`src/verilog/ckg_map.svh`:
```
// register offsets, field positions, reset values and timing counts
// assumes: included by bare name; 8-bit register port, 4-bit address
`ifndef CKG_MAP_SVH
`define CKG_MAP_SVH

// register offsets on the plain register port
`define CKG_CTRL_OFS 4'h0
`define CKG_DIV_OFS 4'h1
`define CKG_STAT_OFS 4'h2

// control register fields
`define CKG_CTRL_MODE_LSB 0
`define CKG_CTRL_EXT_CLK_EN 3
`define CKG_CTRL_EXT_STOP_EN 4

// divider register fields
`define CKG_DIV_REF_LSB 0
`define CKG_DIV_BUS_LSB 3

// status register fields (mode field sits at bits 2:0)
`define CKG_STAT_LOCK 3
`define CKG_STAT_FFE 4
`define CKG_STAT_EXTRUN 5

// reset values
`define CKG_RST_MODE 3'h0
`define CKG_RST_REF_DIV 3'h0
`define CKG_RST_BUS_DIV 2'h1

// timing: system clock rate and internal reference period
`define CKG_CLK_MHZ 200
`define CKG_IRC_PERIOD_NS 32000
`define CKG_IRC_CYCLES ((`CKG_IRC_PERIOD_NS * `CKG_CLK_MHZ) / 1000)

// output must be at least four times the fixed clock: bus div + 2 <= ref div
`define CKG_FFE_MARGIN 2

`endif

```
`src/verilog/ckg_pkg.sv`:
```
// types and shared decode functions of the clock generator
// assumes: ckg_map.svh is on the include path
`include "ckg_map.svh"

package ckg_pkg;

  // operating modes, gray coded along the usual path
  typedef enum logic [2:0] {
    LOOP_ENGAGED_INTERNAL           = 3'h0,
    LOOP_ENGAGED_EXTERNAL           = 3'h1,
    LOOP_BYPASSED_INTERNAL          = 3'h3,
    LOOP_BYPASSED_INTERNAL_LOWPOWER = 3'h2,
    LOOP_BYPASSED_EXTERNAL          = 3'h6,
    LOOP_BYPASSED_EXTERNAL_LOWPOWER = 3'h7,
    CLOCK_STOP                      = 3'h4
  } ckg_mode_t;

  // low bits set for a divide by two to the power e
  function automatic logic [7:0] ckg_mask(input logic [2:0] e);
    ckg_mask = 8'((9'h001 << e) - 9'h001);
  endfunction : ckg_mask

  // the six modes software may select
  function automatic logic ckg_run_mode(input logic [2:0] m);
    ckg_run_mode = (m != 3'(CLOCK_STOP)) && (m != 3'h5);
  endfunction : ckg_run_mode

  function automatic logic ckg_engaged(input ckg_mode_t m);
    ckg_engaged = (m == LOOP_ENGAGED_INTERNAL) ||
                  (m == LOOP_ENGAGED_EXTERNAL);
  endfunction : ckg_engaged

  // loop powered: both engaged modes and the two full-power bypasses
  function automatic logic ckg_loop_on(input ckg_mode_t m);
    ckg_loop_on = ckg_engaged(m) || (m == LOOP_BYPASSED_INTERNAL) ||
                  (m == LOOP_BYPASSED_EXTERNAL);
  endfunction : ckg_loop_on

  function automatic logic ckg_uses_ext(input ckg_mode_t m);
    ckg_uses_ext = (m == LOOP_ENGAGED_EXTERNAL) ||
                   (m == LOOP_BYPASSED_EXTERNAL) ||
                   (m == LOOP_BYPASSED_EXTERNAL_LOWPOWER);
  endfunction : ckg_uses_ext

  // fixed clock valid: always when engaged, divider check when bypassed
  function automatic logic ckg_ffe_ok(input ckg_mode_t m,
                                      input logic [2:0] ref_div,
                                      input logic [1:0] bus_div);
    if (ckg_engaged(m))
      ckg_ffe_ok = 1'b1;
    else if (m == CLOCK_STOP)
      ckg_ffe_ok = 1'b0;
    else
      ckg_ffe_ok = ref_div >= (3'(bus_div) + 3'(`CKG_FFE_MARGIN));
  endfunction : ckg_ffe_ok

endpackage : ckg_pkg

```
`src/verilog/ckg_fll_if.sv`:
```
// signals between the mode control and the frequency-locked loop
// assumes: both ends run on the one system clock
interface ckg_fll_if;
  logic en;        // loop powered
  logic ref_tick;  // one pulse per reference period
  logic out_tick;  // loop output pulse
  logic locked;    // one full reference period measured

  modport ctl (output en, ref_tick, input out_tick, locked);
  modport fll (input en, ref_tick, output out_tick, locked);
endinterface : ckg_fll_if

```
`src/verilog/ckg_top.sv`:
```
// clock generator: mode control, loop, reference and bus dividers
// assumes: one 200 MHz clock; clocks leave as one-cycle enable pulses;
// external reference arrives as a synchronous one-cycle tick
`include "ckg_map.svh"
module ckg_top
  import ckg_pkg::*;
#(
  parameter int IRC_CYCLES = `CKG_IRC_CYCLES,
  parameter int FLL_CW     = 16,
  parameter int MULT_LOG2  = 2
) (
  input  wire logic       clk_i,
  input  wire logic       rst_i,
  input  wire logic [3:0] addr_i,
  input  wire logic [7:0] wdata_i,
  input  wire logic       we_i,
  input  wire logic       re_i,
  output logic      [7:0] rdata_o,
  input  wire logic       ext_ref_tick_i,
  input  wire logic       stop_i,
  output logic            generator_output_clock_o,
  output logic            background_debug_clock_o,
  output logic            fixed_frequency_clock_o,
  output logic            fixed_frequency_valid_o,
  output logic            ext_ref_running_o
);

  localparam int IRC_W = $clog2(IRC_CYCLES + 1);

  ckg_mode_t    mode_q;
  ckg_mode_t    mode_d;
  ckg_mode_t    eff_mode;
  logic [2:0]   reference_divider_q;
  logic [2:0]   reference_divider_d;
  logic [1:0]   bus_clock_divider_q;
  logic [1:0]   bus_clock_divider_d;
  logic         ext_ref_clock_enable_q;
  logic         ext_ref_stop_enable_q;
  logic         ffe_q;
  logic [IRC_W-1:0] irc_cnt_q;
  logic         irc_tick_q;
  logic         ext_run;
  logic         ext_tick;
  logic         src_tick;
  logic         dbg_clk_q;
  logic [7:0]   stat;

  ckg_fll_if fll_if ();

  // stop overrides the programmed mode; the mode register keeps its value
  assign eff_mode = stop_i ? CLOCK_STOP : mode_q;

  // next register values; stop and the unused code are not writable
  always_comb begin
    mode_d              = mode_q;
    reference_divider_d = reference_divider_q;
    bus_clock_divider_d = bus_clock_divider_q;
    if (we_i && addr_i == `CKG_CTRL_OFS &&
        ckg_run_mode(wdata_i[`CKG_CTRL_MODE_LSB +: 3]))
      mode_d = ckg_mode_t'(wdata_i[`CKG_CTRL_MODE_LSB +: 3]);
    if (we_i && addr_i == `CKG_DIV_OFS) begin
      reference_divider_d = wdata_i[`CKG_DIV_REF_LSB +: 3];
      bus_clock_divider_d = wdata_i[`CKG_DIV_BUS_LSB +: 2];
    end
  end

  // mode register, engaged internal out of reset
  always_ff @(posedge clk_i or posedge rst_i) begin
    if (rst_i)
      mode_q <= ckg_mode_t'(`CKG_RST_MODE);
    else
      mode_q <= mode_d;
  end

  // divider fields
  always_ff @(posedge clk_i or posedge rst_i) begin
    if (rst_i) begin
      reference_divider_q <= `CKG_RST_REF_DIV;
      bus_clock_divider_q <= `CKG_RST_BUS_DIV;
    end else begin
      reference_divider_q <= reference_divider_d;
      bus_clock_divider_q <= bus_clock_divider_d;
    end
  end

  // external reference enables
  always_ff @(posedge clk_i or posedge rst_i) begin
    if (rst_i) begin
      ext_ref_clock_enable_q <= 1'b0;
      ext_ref_stop_enable_q  <= 1'b0;
    end else if (we_i && addr_i == `CKG_CTRL_OFS) begin
      ext_ref_clock_enable_q <= wdata_i[`CKG_CTRL_EXT_CLK_EN];
      ext_ref_stop_enable_q  <= wdata_i[`CKG_CTRL_EXT_STOP_EN];
    end
  end

  // valid flag from the next field values, so it never lags a write
  always_ff @(posedge clk_i or posedge rst_i) begin
    if (rst_i)
      ffe_q <= 1'b1;
    else
      ffe_q <= ckg_ffe_ok(mode_d, reference_divider_d,
                          bus_clock_divider_d);
  end
  assign fixed_frequency_valid_o = ffe_q;

  // internal reference: one pulse per period; halted in stop to save power
  always_ff @(posedge clk_i or posedge rst_i) begin
    if (rst_i) begin
      irc_cnt_q  <= '0;
      irc_tick_q <= 1'b0;
    end else if (eff_mode == CLOCK_STOP) begin
      irc_cnt_q  <= '0;
      irc_tick_q <= 1'b0;
    end else if (irc_cnt_q == IRC_W'(IRC_CYCLES - 1)) begin
      irc_cnt_q  <= '0;
      irc_tick_q <= 1'b1;
    end else begin
      irc_cnt_q  <= irc_cnt_q + IRC_W'(1);
      irc_tick_q <= 1'b0;
    end
  end

  // external reference gate: in stop only the two enables keep it alive
  always_comb begin
    if (eff_mode == CLOCK_STOP)
      ext_run = ext_ref_stop_enable_q && ext_ref_clock_enable_q;
    else
      ext_run = ext_ref_clock_enable_q || ckg_uses_ext(eff_mode);
  end
  assign ext_tick          = ext_ref_tick_i && ext_run;
  assign ext_ref_running_o = ext_run;

  // loop control; low-power bypasses and stop power the loop down
  assign fll_if.en       = ckg_loop_on(eff_mode);
  assign fll_if.ref_tick = ckg_uses_ext(eff_mode) ? ext_tick
                                                  : irc_tick_q;

  ckg_fll #(
    .CW        (FLL_CW),
    .MULT_LOG2 (MULT_LOG2)
  ) u_fll (
    .clk_i (clk_i),
    .rst_i (rst_i),
    .f     (fll_if.fll)
  );

  // source ahead of the bus divider
  always_comb begin
    case (eff_mode)
      LOOP_ENGAGED_INTERNAL,
      LOOP_ENGAGED_EXTERNAL:           src_tick = fll_if.out_tick;
      LOOP_BYPASSED_INTERNAL,
      LOOP_BYPASSED_INTERNAL_LOWPOWER: src_tick = irc_tick_q;
      LOOP_BYPASSED_EXTERNAL,
      LOOP_BYPASSED_EXTERNAL_LOWPOWER: src_tick = ext_tick;
      default:                         src_tick = 1'b0;
    endcase
  end

  // output bus divider, 1/2/4/8
  ckg_tick_div #(
    .CW (7)
  ) u_bus_div (
    .clk_i  (clk_i),
    .rst_i  (rst_i),
    .en_i   (eff_mode != CLOCK_STOP),
    .tick_i (src_tick),
    .sel_i  ({1'b0, bus_clock_divider_q}),
    .tick_o (generator_output_clock_o)
  );

  // fixed clock: the loop reference divided by the reference divider
  ckg_tick_div #(
    .CW (7)
  ) u_ref_div (
    .clk_i  (clk_i),
    .rst_i  (rst_i),
    .en_i   (eff_mode != CLOCK_STOP),
    .tick_i (fll_if.ref_tick),
    .sel_i  (reference_divider_q),
    .tick_o (fixed_frequency_clock_o)
  );

  // debug clock follows the loop while the loop is powered
  always_ff @(posedge clk_i or posedge rst_i) begin
    if (rst_i)
      dbg_clk_q <= 1'b0;
    else
      dbg_clk_q <= fll_if.out_tick && ckg_loop_on(eff_mode);
  end
  assign background_debug_clock_o = dbg_clk_q;

  // status word
  always_comb begin
    stat                   = 8'h00;
    stat[2:0]              = eff_mode;
    stat[`CKG_STAT_LOCK]   = fll_if.locked;
    stat[`CKG_STAT_FFE]    = ffe_q;
    stat[`CKG_STAT_EXTRUN] = ext_run;
  end

  // read data stand only in the cycle after the strobe
  always_ff @(posedge clk_i or posedge rst_i) begin
    if (rst_i)
      rdata_o <= 8'h00;
    else if (re_i) begin
      case (addr_i)
        `CKG_CTRL_OFS: rdata_o <= {3'h0, ext_ref_stop_enable_q,
                                   ext_ref_clock_enable_q, mode_q};
        `CKG_DIV_OFS:  rdata_o <= {3'h0, bus_clock_divider_q,
                                   reference_divider_q};
        `CKG_STAT_OFS: rdata_o <= stat;
        default:       rdata_o <= 8'h00;
      endcase
    end else
      rdata_o <= 8'h00;
  end

  a_mode_legal: assert property (@(posedge clk_i) disable iff (rst_i)
    ckg_run_mode(mode_q))
    else $error("mode register holds a non-run code");

  a_reset_mode: assert property (@(posedge clk_i)
    $fell(rst_i) |-> (mode_q == LOOP_ENGAGED_INTERNAL && !fll_if.ref_tick))
    else $error("reset did not select engaged internal");

  a_ext_src: assert property (@(posedge clk_i) disable iff (rst_i)
    (eff_mode == LOOP_ENGAGED_EXTERNAL) |->
      (src_tick == fll_if.out_tick && fll_if.ref_tick == ext_tick))
    else $error("engaged external not fed by loop on external ref");

  a_byp_route: assert property (@(posedge clk_i) disable iff (rst_i)
    (eff_mode == LOOP_BYPASSED_INTERNAL) |->
      (fll_if.en && src_tick == irc_tick_q && fll_if.ref_tick == irc_tick_q))
    else $error("bypassed internal routing wrong");

  a_debug_clock: assert property (@(posedge clk_i) disable iff (rst_i)
    (fll_if.out_tick && (eff_mode == LOOP_ENGAGED_INTERNAL ||
     eff_mode == LOOP_ENGAGED_EXTERNAL ||
     eff_mode == LOOP_BYPASSED_INTERNAL)) |=> background_debug_clock_o)
    else $error("debug clock missed a loop pulse");

  a_stop_ext: assert property (@(posedge clk_i) disable iff (rst_i)
    (stop_i && ext_ref_stop_enable_q && ext_ref_clock_enable_q) |->
      (ext_ref_running_o && (ext_tick == ext_ref_tick_i)))
    else $error("external reference halted in stop");

  a_ffclk_one: assert property (@(posedge clk_i) disable iff (rst_i)
    (fll_if.ref_tick && reference_divider_q == 3'h0 && !stop_i)
      |=> fixed_frequency_clock_o)
    else $error("fixed clock missed a reference tick");

  a_eng_valid: assert property (@(posedge clk_i) disable iff (rst_i)
    ckg_engaged(mode_q) |-> fixed_frequency_valid_o)
    else $error("valid low in an engaged mode");

  a_byp_bad: assert property (@(posedge clk_i) disable iff (rst_i)
    (!ckg_engaged(mode_q) && reference_divider_q <
     3'(bus_clock_divider_q) + 3'h2) |-> !fixed_frequency_valid_o)
    else $error("valid high for a failing divider pair");

  a_ffe_track: assert property (@(posedge clk_i) disable iff (rst_i)
    $changed(reference_divider_q) |->
      (fixed_frequency_valid_o == ckg_ffe_ok(mode_q, reference_divider_q,
                                             bus_clock_divider_q)))
    else $error("valid flag lags a divider change");

  a_byp_good: assert property (@(posedge clk_i) disable iff (rst_i)
    (!ckg_engaged(mode_q) && reference_divider_q >=
     3'(bus_clock_divider_q) + 3'h2) |-> fixed_frequency_valid_o)
    else $error("valid low for a passing divider pair");

  // a_ffe_mode below checks registered state; the flag and the fields move on one edge,
  // so a one-cycle lag anywhere in the decode trips it at once
  a_stop_quiet: assert property (@(posedge clk_i) disable iff (rst_i)
    stop_i |=> (!generator_output_clock_o && !fixed_frequency_clock_o))
    else $error("clock pulse left while stopped");

  a_int_src: assert property (@(posedge clk_i) disable iff (rst_i)
    (eff_mode == LOOP_ENGAGED_INTERNAL) |->
      (src_tick == fll_if.out_tick && fll_if.ref_tick == irc_tick_q))
    else $error("engaged internal not fed by loop on internal ref");

  a_lp_dbg_off: assert property (@(posedge clk_i) disable iff (rst_i)
    (eff_mode == LOOP_BYPASSED_INTERNAL_LOWPOWER ||
     eff_mode == LOOP_BYPASSED_EXTERNAL_LOWPOWER)
      |=> !background_debug_clock_o)
    else $error("debug clock ran in a low-power bypass");

  a_ffe_mode: assert property (@(posedge clk_i) disable iff (rst_i)
    ($changed(mode_q) || $changed(bus_clock_divider_q)) |->
      (fixed_frequency_valid_o == ckg_ffe_ok(mode_q, reference_divider_q,
                                             bus_clock_divider_q)))
    else $error("valid flag lags a mode or bus divider change");

endmodule : ckg_top

```
`src/verilog/ckg_tick_div.sv`:
```
// divides a train of tick pulses by two to the power sel_i
// assumes: tick_i is a one-cycle pulse on clk_i
module ckg_tick_div
  import ckg_pkg::*;
#(
  parameter int CW = 7
) (
  input  wire logic       clk_i,
  input  wire logic       rst_i,
  input  wire logic       en_i,
  input  wire logic       tick_i,
  input  wire logic [2:0] sel_i,
  output logic            tick_o
);

  logic [CW-1:0] cnt_q;
  logic [CW-1:0] mask;

  assign mask = CW'(ckg_mask(sel_i));

  // tick counter, cleared while disabled so the phase restarts clean
  always_ff @(posedge clk_i or posedge rst_i) begin
    if (rst_i)
      cnt_q <= '0;
    else if (!en_i)
      cnt_q <= '0;
    else if (tick_i)
      cnt_q <= cnt_q + CW'(1);
  end

  // pass every 2**sel-th tick
  always_ff @(posedge clk_i or posedge rst_i) begin
    if (rst_i)
      tick_o <= 1'b0;
    else
      tick_o <= en_i && tick_i && ((cnt_q & mask) == mask);
  end

  a_div_one: assert property (@(posedge clk_i) disable iff (rst_i)
    (en_i && tick_i && sel_i == 3'h0) |=> tick_o)
    else $error("divide by one dropped a tick");

  a_div_no_idle: assert property (@(posedge clk_i) disable iff (rst_i)
    !(en_i && tick_i) |=> !tick_o)
    else $error("divider ticked without an input tick");

endmodule : ckg_tick_div

```
`src/verilog/ckg_fll.sv`:
```
// digital frequency-locked loop: measures the reference period and
// emits 2**MULT_LOG2 output pulses per reference period
// assumes: reference ticks are one-cycle pulses far apart
module ckg_fll
  import ckg_pkg::*;
#(
  parameter int CW        = 16,
  parameter int MULT_LOG2 = 2
) (
  input wire logic clk_i,
  input wire logic rst_i,
  ckg_fll_if.fll   f
);

  logic [CW-1:0] per_cnt_q;
  logic [CW-1:0] per_q;
  logic [CW-1:0] step;
  logic [CW-1:0] ocnt_q;
  logic          seen_q;
  logic          lock_q;
  logic          out_q;

  // output period; never below one cycle
  assign step = ((per_q >> MULT_LOG2) == '0) ? CW'(1) : (per_q >> MULT_LOG2);
  assign f.out_tick = out_q;
  assign f.locked   = lock_q;

  // period counter saturates so a lost reference cannot wrap
  always_ff @(posedge clk_i or posedge rst_i) begin
    if (rst_i)
      per_cnt_q <= '0;
    else if (!f.en || f.ref_tick)
      per_cnt_q <= '0;
    else if (per_cnt_q != '1)
      per_cnt_q <= per_cnt_q + CW'(1);
  end

  // lock after one full measured period
  always_ff @(posedge clk_i or posedge rst_i) begin
    if (rst_i) begin
      per_q  <= '0;
      seen_q <= 1'b0;
      lock_q <= 1'b0;
    end else if (!f.en) begin
      per_q  <= '0;
      seen_q <= 1'b0;
      lock_q <= 1'b0;
    end else if (f.ref_tick) begin
      per_q  <= per_cnt_q + CW'(1);
      seen_q <= 1'b1;
      lock_q <= seen_q;
    end
  end

  // output oscillator, silent until locked
  always_ff @(posedge clk_i or posedge rst_i) begin
    if (rst_i) begin
      ocnt_q <= '0;
      out_q  <= 1'b0;
    end else if (!f.en || !lock_q) begin
      ocnt_q <= '0;
      out_q  <= 1'b0;
    end else if (ocnt_q >= step - CW'(1)) begin
      ocnt_q <= '0;
      out_q  <= 1'b1;
    end else begin
      ocnt_q <= ocnt_q + CW'(1);
      out_q  <= 1'b0;
    end
  end

  a_fll_quiet: assert property (@(posedge clk_i) disable iff (rst_i)
    !f.en |=> (!f.out_tick && !f.locked))
    else $error("loop active while disabled");

endmodule : ckg_fll

```
`config.mk`:
```
export PLATFORM = sky130hd
export DESIGN_NAME = ckg_top
export DESIGN_NICKNAME = d
export VERILOG_FILES = /design/src/verilog/ckg_pkg.sv /design/src/verilog/ckg_fll_if.sv /design/src/verilog/ckg_top.sv /design/src/verilog/ckg_tick_div.sv /design/src/verilog/ckg_fll.sv
export VERILOG_INCLUDE_DIRS = /design/src /design/src/verilog
export SDC_FILE = /design/constraint.sdc
export NUM_CORES = 1
export LEC_CHECK = 0
export BUFFER_PORTS_ARGS = -buffer_cell sky130_fd_sc_hd__buf_2
export CAP_MARGIN = 20
export CORE_ASPECT_RATIO = 1.4
export CORE_MARGIN = 2
export CORE_UTILIZATION = 23
export CTS_CLUSTER_DIAMETER = 50
export DETAILED_ROUTE_END_ITERATION = 12
export GPL_TIMING_DRIVEN = 0
export PLACE_DENSITY = 0.49
export SLEW_MARGIN = 10
export SYNTH_ARGS = -nofsm -noshare
export SYNTH_HDL_FRONTEND = slang
export SYNTH_HIERARCHICAL = 1
export SYNTH_SLANG_ARGS = --single-unit
```
`constraint.sdc`:
```
create_clock -name clk_i -period 5.7 [get_ports clk_i]
set_input_delay 0 -clock clk_i [delete_from_list [all_inputs] [get_ports clk_i]]
set_output_delay 0 -clock clk_i [all_outputs]
set_load 0.02 [all_outputs]
```
Yosys cells after proc, flatten, opt, wreduce, memory -nomap -nowiden. Index checks and enable logic that the tools add are counted.

Output and inout bits: 13. Logic and storage cells: 117. Bits in registers: 101. Bits of input ports: 18.

Mux-type cells: 32. Equal/unequal tests: 20. Shift operators: 2. Reduce and logical (&&, ||, !) cells: 30. $lt $le $gt $ge: 2. $add $sub $neg: 9. Bitwise gates (word level): 2.

Operators with widths (count): $mux W16 (6); $add A16 B1 Y16 const B (2); $mux W7 (4); $mux W13 (2); $pmux W6 S3 (1); $ge A16 B16 Y1 (1); $logic_not A16 Y1 (1); $ne A16 B16 Y1 const B (1); $sub A16 B1 Y16 const B (1); $add A7 B1 Y7 const B (2); $and A7 B7 Y7 (2); $eq A7 B7 Y1 (2); $mux W14 (1); $sub A7 B1 Y7 const B (2); $add A13 B1 Y13 const B (1); $eq A13 B13 Y1 const B (1); $eq A3 B3 Y1 const B (4); $mux W1 (12); $logic_and A1 B1 Y1 (11); $logic_or A1 B1 Y1 (9); $mux W3 (3); $ne A3 B3 Y1 const B (3); $mux W8 (1); $shl A1 B2 Y7 const A (1); 15 further kinds (23).

Longest topological paths before layout.
Word-level depth: 10. Depth in mapped cells: 18. Depth with buffers taken out: 16.

Cells and area by module. The synthesis kept the hierarchy.

By module, submodules not included: ckg_fll (area an instance 2792.7 um^2, instances 1, seq. area each 1226.2 um^2, cells an instance 294); ckg_top (area an instance 1634.1 um^2, instances 1, seq. area each 803.3 um^2, cells an instance 170); ckg_tick_div (area an instance 419.2 um^2, instances 2, seq. area each 200.2 um^2, cells an instance 42).

Worst setup path after synthesis. Ideal clock, no wire load.

Path type: reg-to-reg. Start: register u_fll.per_q[5]. End: register u_fll.ocnt_q[10]. Data arrival time: 4.316 ns. Data required time: 5.628 ns. Clock period less this slack: 4.388 ns. Library setup time: 0.072 ns. Stages on the path, launching flop included: 19. Buffers on the path: 2. Setup slack: 1.312 ns. Path through: dfrtp_1 -> or4_4 -> or4_4 -> nor4b_1 -> nor2_1 -> ha_1 -> nor3b_1 -> nand3b_1 -> nor3_1 -> nand2_1 -> xor2_1 -> ha_1 -> nand4_1 -> nor2_1 -> or4_1 -> or3b_1 -> clkbuf_1 -> clkbuf_1 -> nor2_1.

Word-level cells in the longest chain between the ends: 6.

Ends and longest elaborated chain: from (decl) (line ckg_fll.sv:16) `logic [CW-1:0] per_q;`; from (signal assigned) (line ckg_fll.sv:49) `per_q <= per_cnt_q + CW'(1);`; $logic_not A16 Y1 (line ckg_fll.sv:24) `assign step = ((per_q >> MULT_LOG2) == '0) ? CW'(1) : (per_q >> MULT_LOG2);`; $mux W14 (*) (line ckg_fll.sv:24); $sub A16 B1 Y16 (*) (line ckg_fll.sv:63) `end else if (ocnt_q >= step - CW'(1)) begin`; $ge A16 B16 Y1 (*) (line ckg_fll.sv:63); $mux W16 (*) (line ckg_fll.sv:63); $mux W16 (*) (line ckg_fll.sv:60) `end else if (!f.en || !lock_q) begin`; to (signal assigned) (line ckg_fll.sv:67) `ocnt_q <= ocnt_q + CW'(1);`; to (decl) (line ckg_fll.sv:18) `logic [CW-1:0] ocnt_q;`.

Mark *: on every way between the ends. The rest lies on a longest branch, timed or not. A chain may end at the register's enable or synchronous reset.

Final worst setup path.
Start: register u_fll.per_q[5]. End: register u_fll.ocnt_q[13].

Same word-level chain as after synthesis.

==> results.txt <==
Final Core Density: 0.2736
Worst-path clk slew: 0.07 ns
Filler cell count: 2428
FF-to-FF setup slack: 0.74 ns
Post-Syn Area: 5265 um2
Ports: 31
Crit Path Max Fanout: 10
Max_cap viols: 0
Least-Margin Pin Slew: 0.6919 ns
Final HPWL DP: 8347 um
Total power: 1.820 mW
Post-Place Cell Area: 5788 um2
1st-iter DRT viols: 120
Final setup viols: 0
Layout cells sized above 1: 0.1087
Reg2reg path depth: 18
Gpl congestion: 0.7064
Area Overhead vs Synth: 17.06%
Global-route wire length before repair: 19750 um
Total congestion overflow: 0
Synth warn: 6
Core area: 22530 um2
Via count: 3945
Final WL: 11480 um
Slew Viols, Final: 0
Lkg Pwr: 2.745 nW
Tmin final: 4.962 ns
Clk sinks: 97
Min-Delay Path Class: in -> reg
Area of the die: 24130 um2
Initial Util: 0.2337
Synthesized flop and latch total: 97
PortBufs: 23
Wire per inst: 12.77 um
Clk_lat worst skew: 0.34 ns
Setup TNS: 0 ns
Syn Inst Count: 548
Max-slew headroom: 0.5381
H-tree levels: 3
Sequential-to-total area share from yosys stat: 0.4615
GRT Util Overall: 0.1004
Tcrit/Tclk final: 0.8705
Min-Delay Path Depth: 4
Cell area after layout: 6163 um2
# resized after CTS: 0
Pre-Repair DR Iteration Count: 4
Syn Area/Cell: 9.608 um2
PwrDens: 295.3 nW/um2
CP endpoint kind: register
Setup Skew: 0.009426 ns
Die width: 131.9 um
Worst vdd ir: 0.1414 mV
Unrepaired setup endpoints after global routing: false
Status: completed
Die H: 183.0 um
CTS tree: yes
Net total in the final layout: 634
CTS max path bufs: 2
CTS Hold Bufs: 7
Inserted Diodes: 0
Startpoint Class: register
DRT antenna net count: 0
Required @ worst endpoint: 5.97 ns
Hold Fails Final Rpt: 0
Number of global-route vias before repair: 4095
Peak Freq: 0.2015 GHz
Largest net degree at the start of global routing: 34
Post-synth ARST share: 1.000
Initial antenna violation count: 0
EDFF count, synth: 0
Postcts setup bufs: 0
DRC: 0
Worst Path Arrival: 5.23 ns
CP Class: reg -> reg
CTS Buf Count: 9
Post-synth top flop: dfrtp_1
Via density: 4.388
Clk root buf: clkbuf_16
Yosys cell types: 51
# rows: 65
power breakdown:
part	internal [mW]	leakage, nW	switching [mW]
combinational	0.176	1.28	0.243
clock	0.355	0.142	0.269
sequential	0.730	1.32	0.0474
state kept, by name, indices dropped and copies added, names as in the netlist, 2 cells and up:
name	count
reference_divider_q	3
u_bus_div/cnt_q	7
irc_cnt_q	13
mode_q	3
rdata_o	6
u_fll/per_cnt_q	16
u_ref_div/cnt_q	7
bus_clock_divider_q	2
u_fll/per_q	14
u_fll/ocnt_q	16
area by class of cell:
cell class / instances / area (um2) / area share
inverter: 20 / 75.07 / 0.01218
clock inverter: 5 / 62.56 / 0.01015
sequential: 97 / 2430 / 0.3942
multi-input combinational: 414 / 2684 / 0.4354
timing repair buffer: 31 / 205.2 / 0.03329
clock buffer: 11 / 242.7 / 0.03938
tap: 301 / 376.6 / 0.06110
buffer: 20 / 87.58 / 0.01421
metrics by stage:
| stage | instances | hold slack (ns) | setup slack [ns] |
|---|---|---|---|
| 6_report | 899 | 0.07904 | 0.7380 |
| 4_1_cts | 899 | 0.06012 | 0.6389 |
| 2_1_floorplan | 551 | -0.1843 | 1.312 |
| 3_3_place_gp | 875 | 0.01212 | 0.6914 |
| 5_1_grt | 899 | 0.1096 | 0.2789 |
| 3_5_place_dp | 876 | 0.01906 | 0.6599 |
Yosys cell counts, drive strengths merged (15+ instances only):
cell type / number / area (um2)
o21ai: 37 / 188.9
dfrtp: 95 / 2377
xnor2: 33 / 289.0
nand4: 19 / 133.9
inv: 20 / 75.07
and2: 15 / 93.84
nand3: 22 / 115.1
nand2: 42 / 157.7
nor2: 64 / 240.2
xor2: 27 / 236.5
a21oi: 34 / 170.2
ha: 23 / 287.8
cells by family after synthesis:
| kind of cell | share of synthesized area |
|---|---|
| and+or+nand+nor | 0.2184 |
| DFF | 0.4615 |
| AOI/OAI and AO/OA | 0.1038 |
| xor gates and xnor gates | 0.09981 |
| buffers and inverters | 0.03089 |
| adders and majority gates | 0.05466 |
| muxes | 0.03018 |
| other | 0.0007122 |
worst paths after layout:
path,from,endpoint
min in group asynchronous,rst_i,u_ref_div/cnt_q[5]
min reg2reg,u_fll/seen_q,u_fll/seen_q
max in group asynchronous,rst_i,mode_q[0]
min,addr_i[2],rdata_o[2]
max reg2reg,u_fll/per_q[5],u_fll/ocnt_q[13]
max,u_fll/per_q[5],u_fll/ocnt_q[13]
placed cells by master (no fill, tap or decap), drive strengths merged, types with 12 or more instances in the layout:
cell,count
nand3,22
buf,30
nor3,12
clkbuf,25
nand4,19
ha,23
a21oi,34
xor2,27
and2,15
o21ai,37
dfrtp,95
inv,21
xnor2,33
nand2,42
nor2,64
critical path, stage by stage (launching register included):
cell      delay, ns
dfrtp_1        0.42
or4_4          0.56
or4_4          0.45
nor4b_1        0.49
nor2_1         0.13
ha_1           0.22
nor3b_1        0.18
nand3b_1       0.14
nor3_1         0.08
nand2_1        0.10
xor2_1         0.18
ha_1           0.25
nand4_1        0.10
nor2_1         0.07
or4_1          0.49
or3b_1         0.39
clkbuf_1       0.21
clkbuf_1       0.29
nor2_1         0.16
routing by layer:
metal | GRT usage | routed length [um] | vias up | share of wire
met3 | 0.01852 | 238 | 11 | 0.021
met1 | 0.1076 | 4828 | 1905 | 0.42
met4 | 0.03130 | 190 | 0 | 0.017
li1 | - | - | 1987 | -
met2 | 0.1967 | 6220 | 42 | 0.54
met5 | 0 | 0 | - | 0
(Power assumes the default switching activity.)
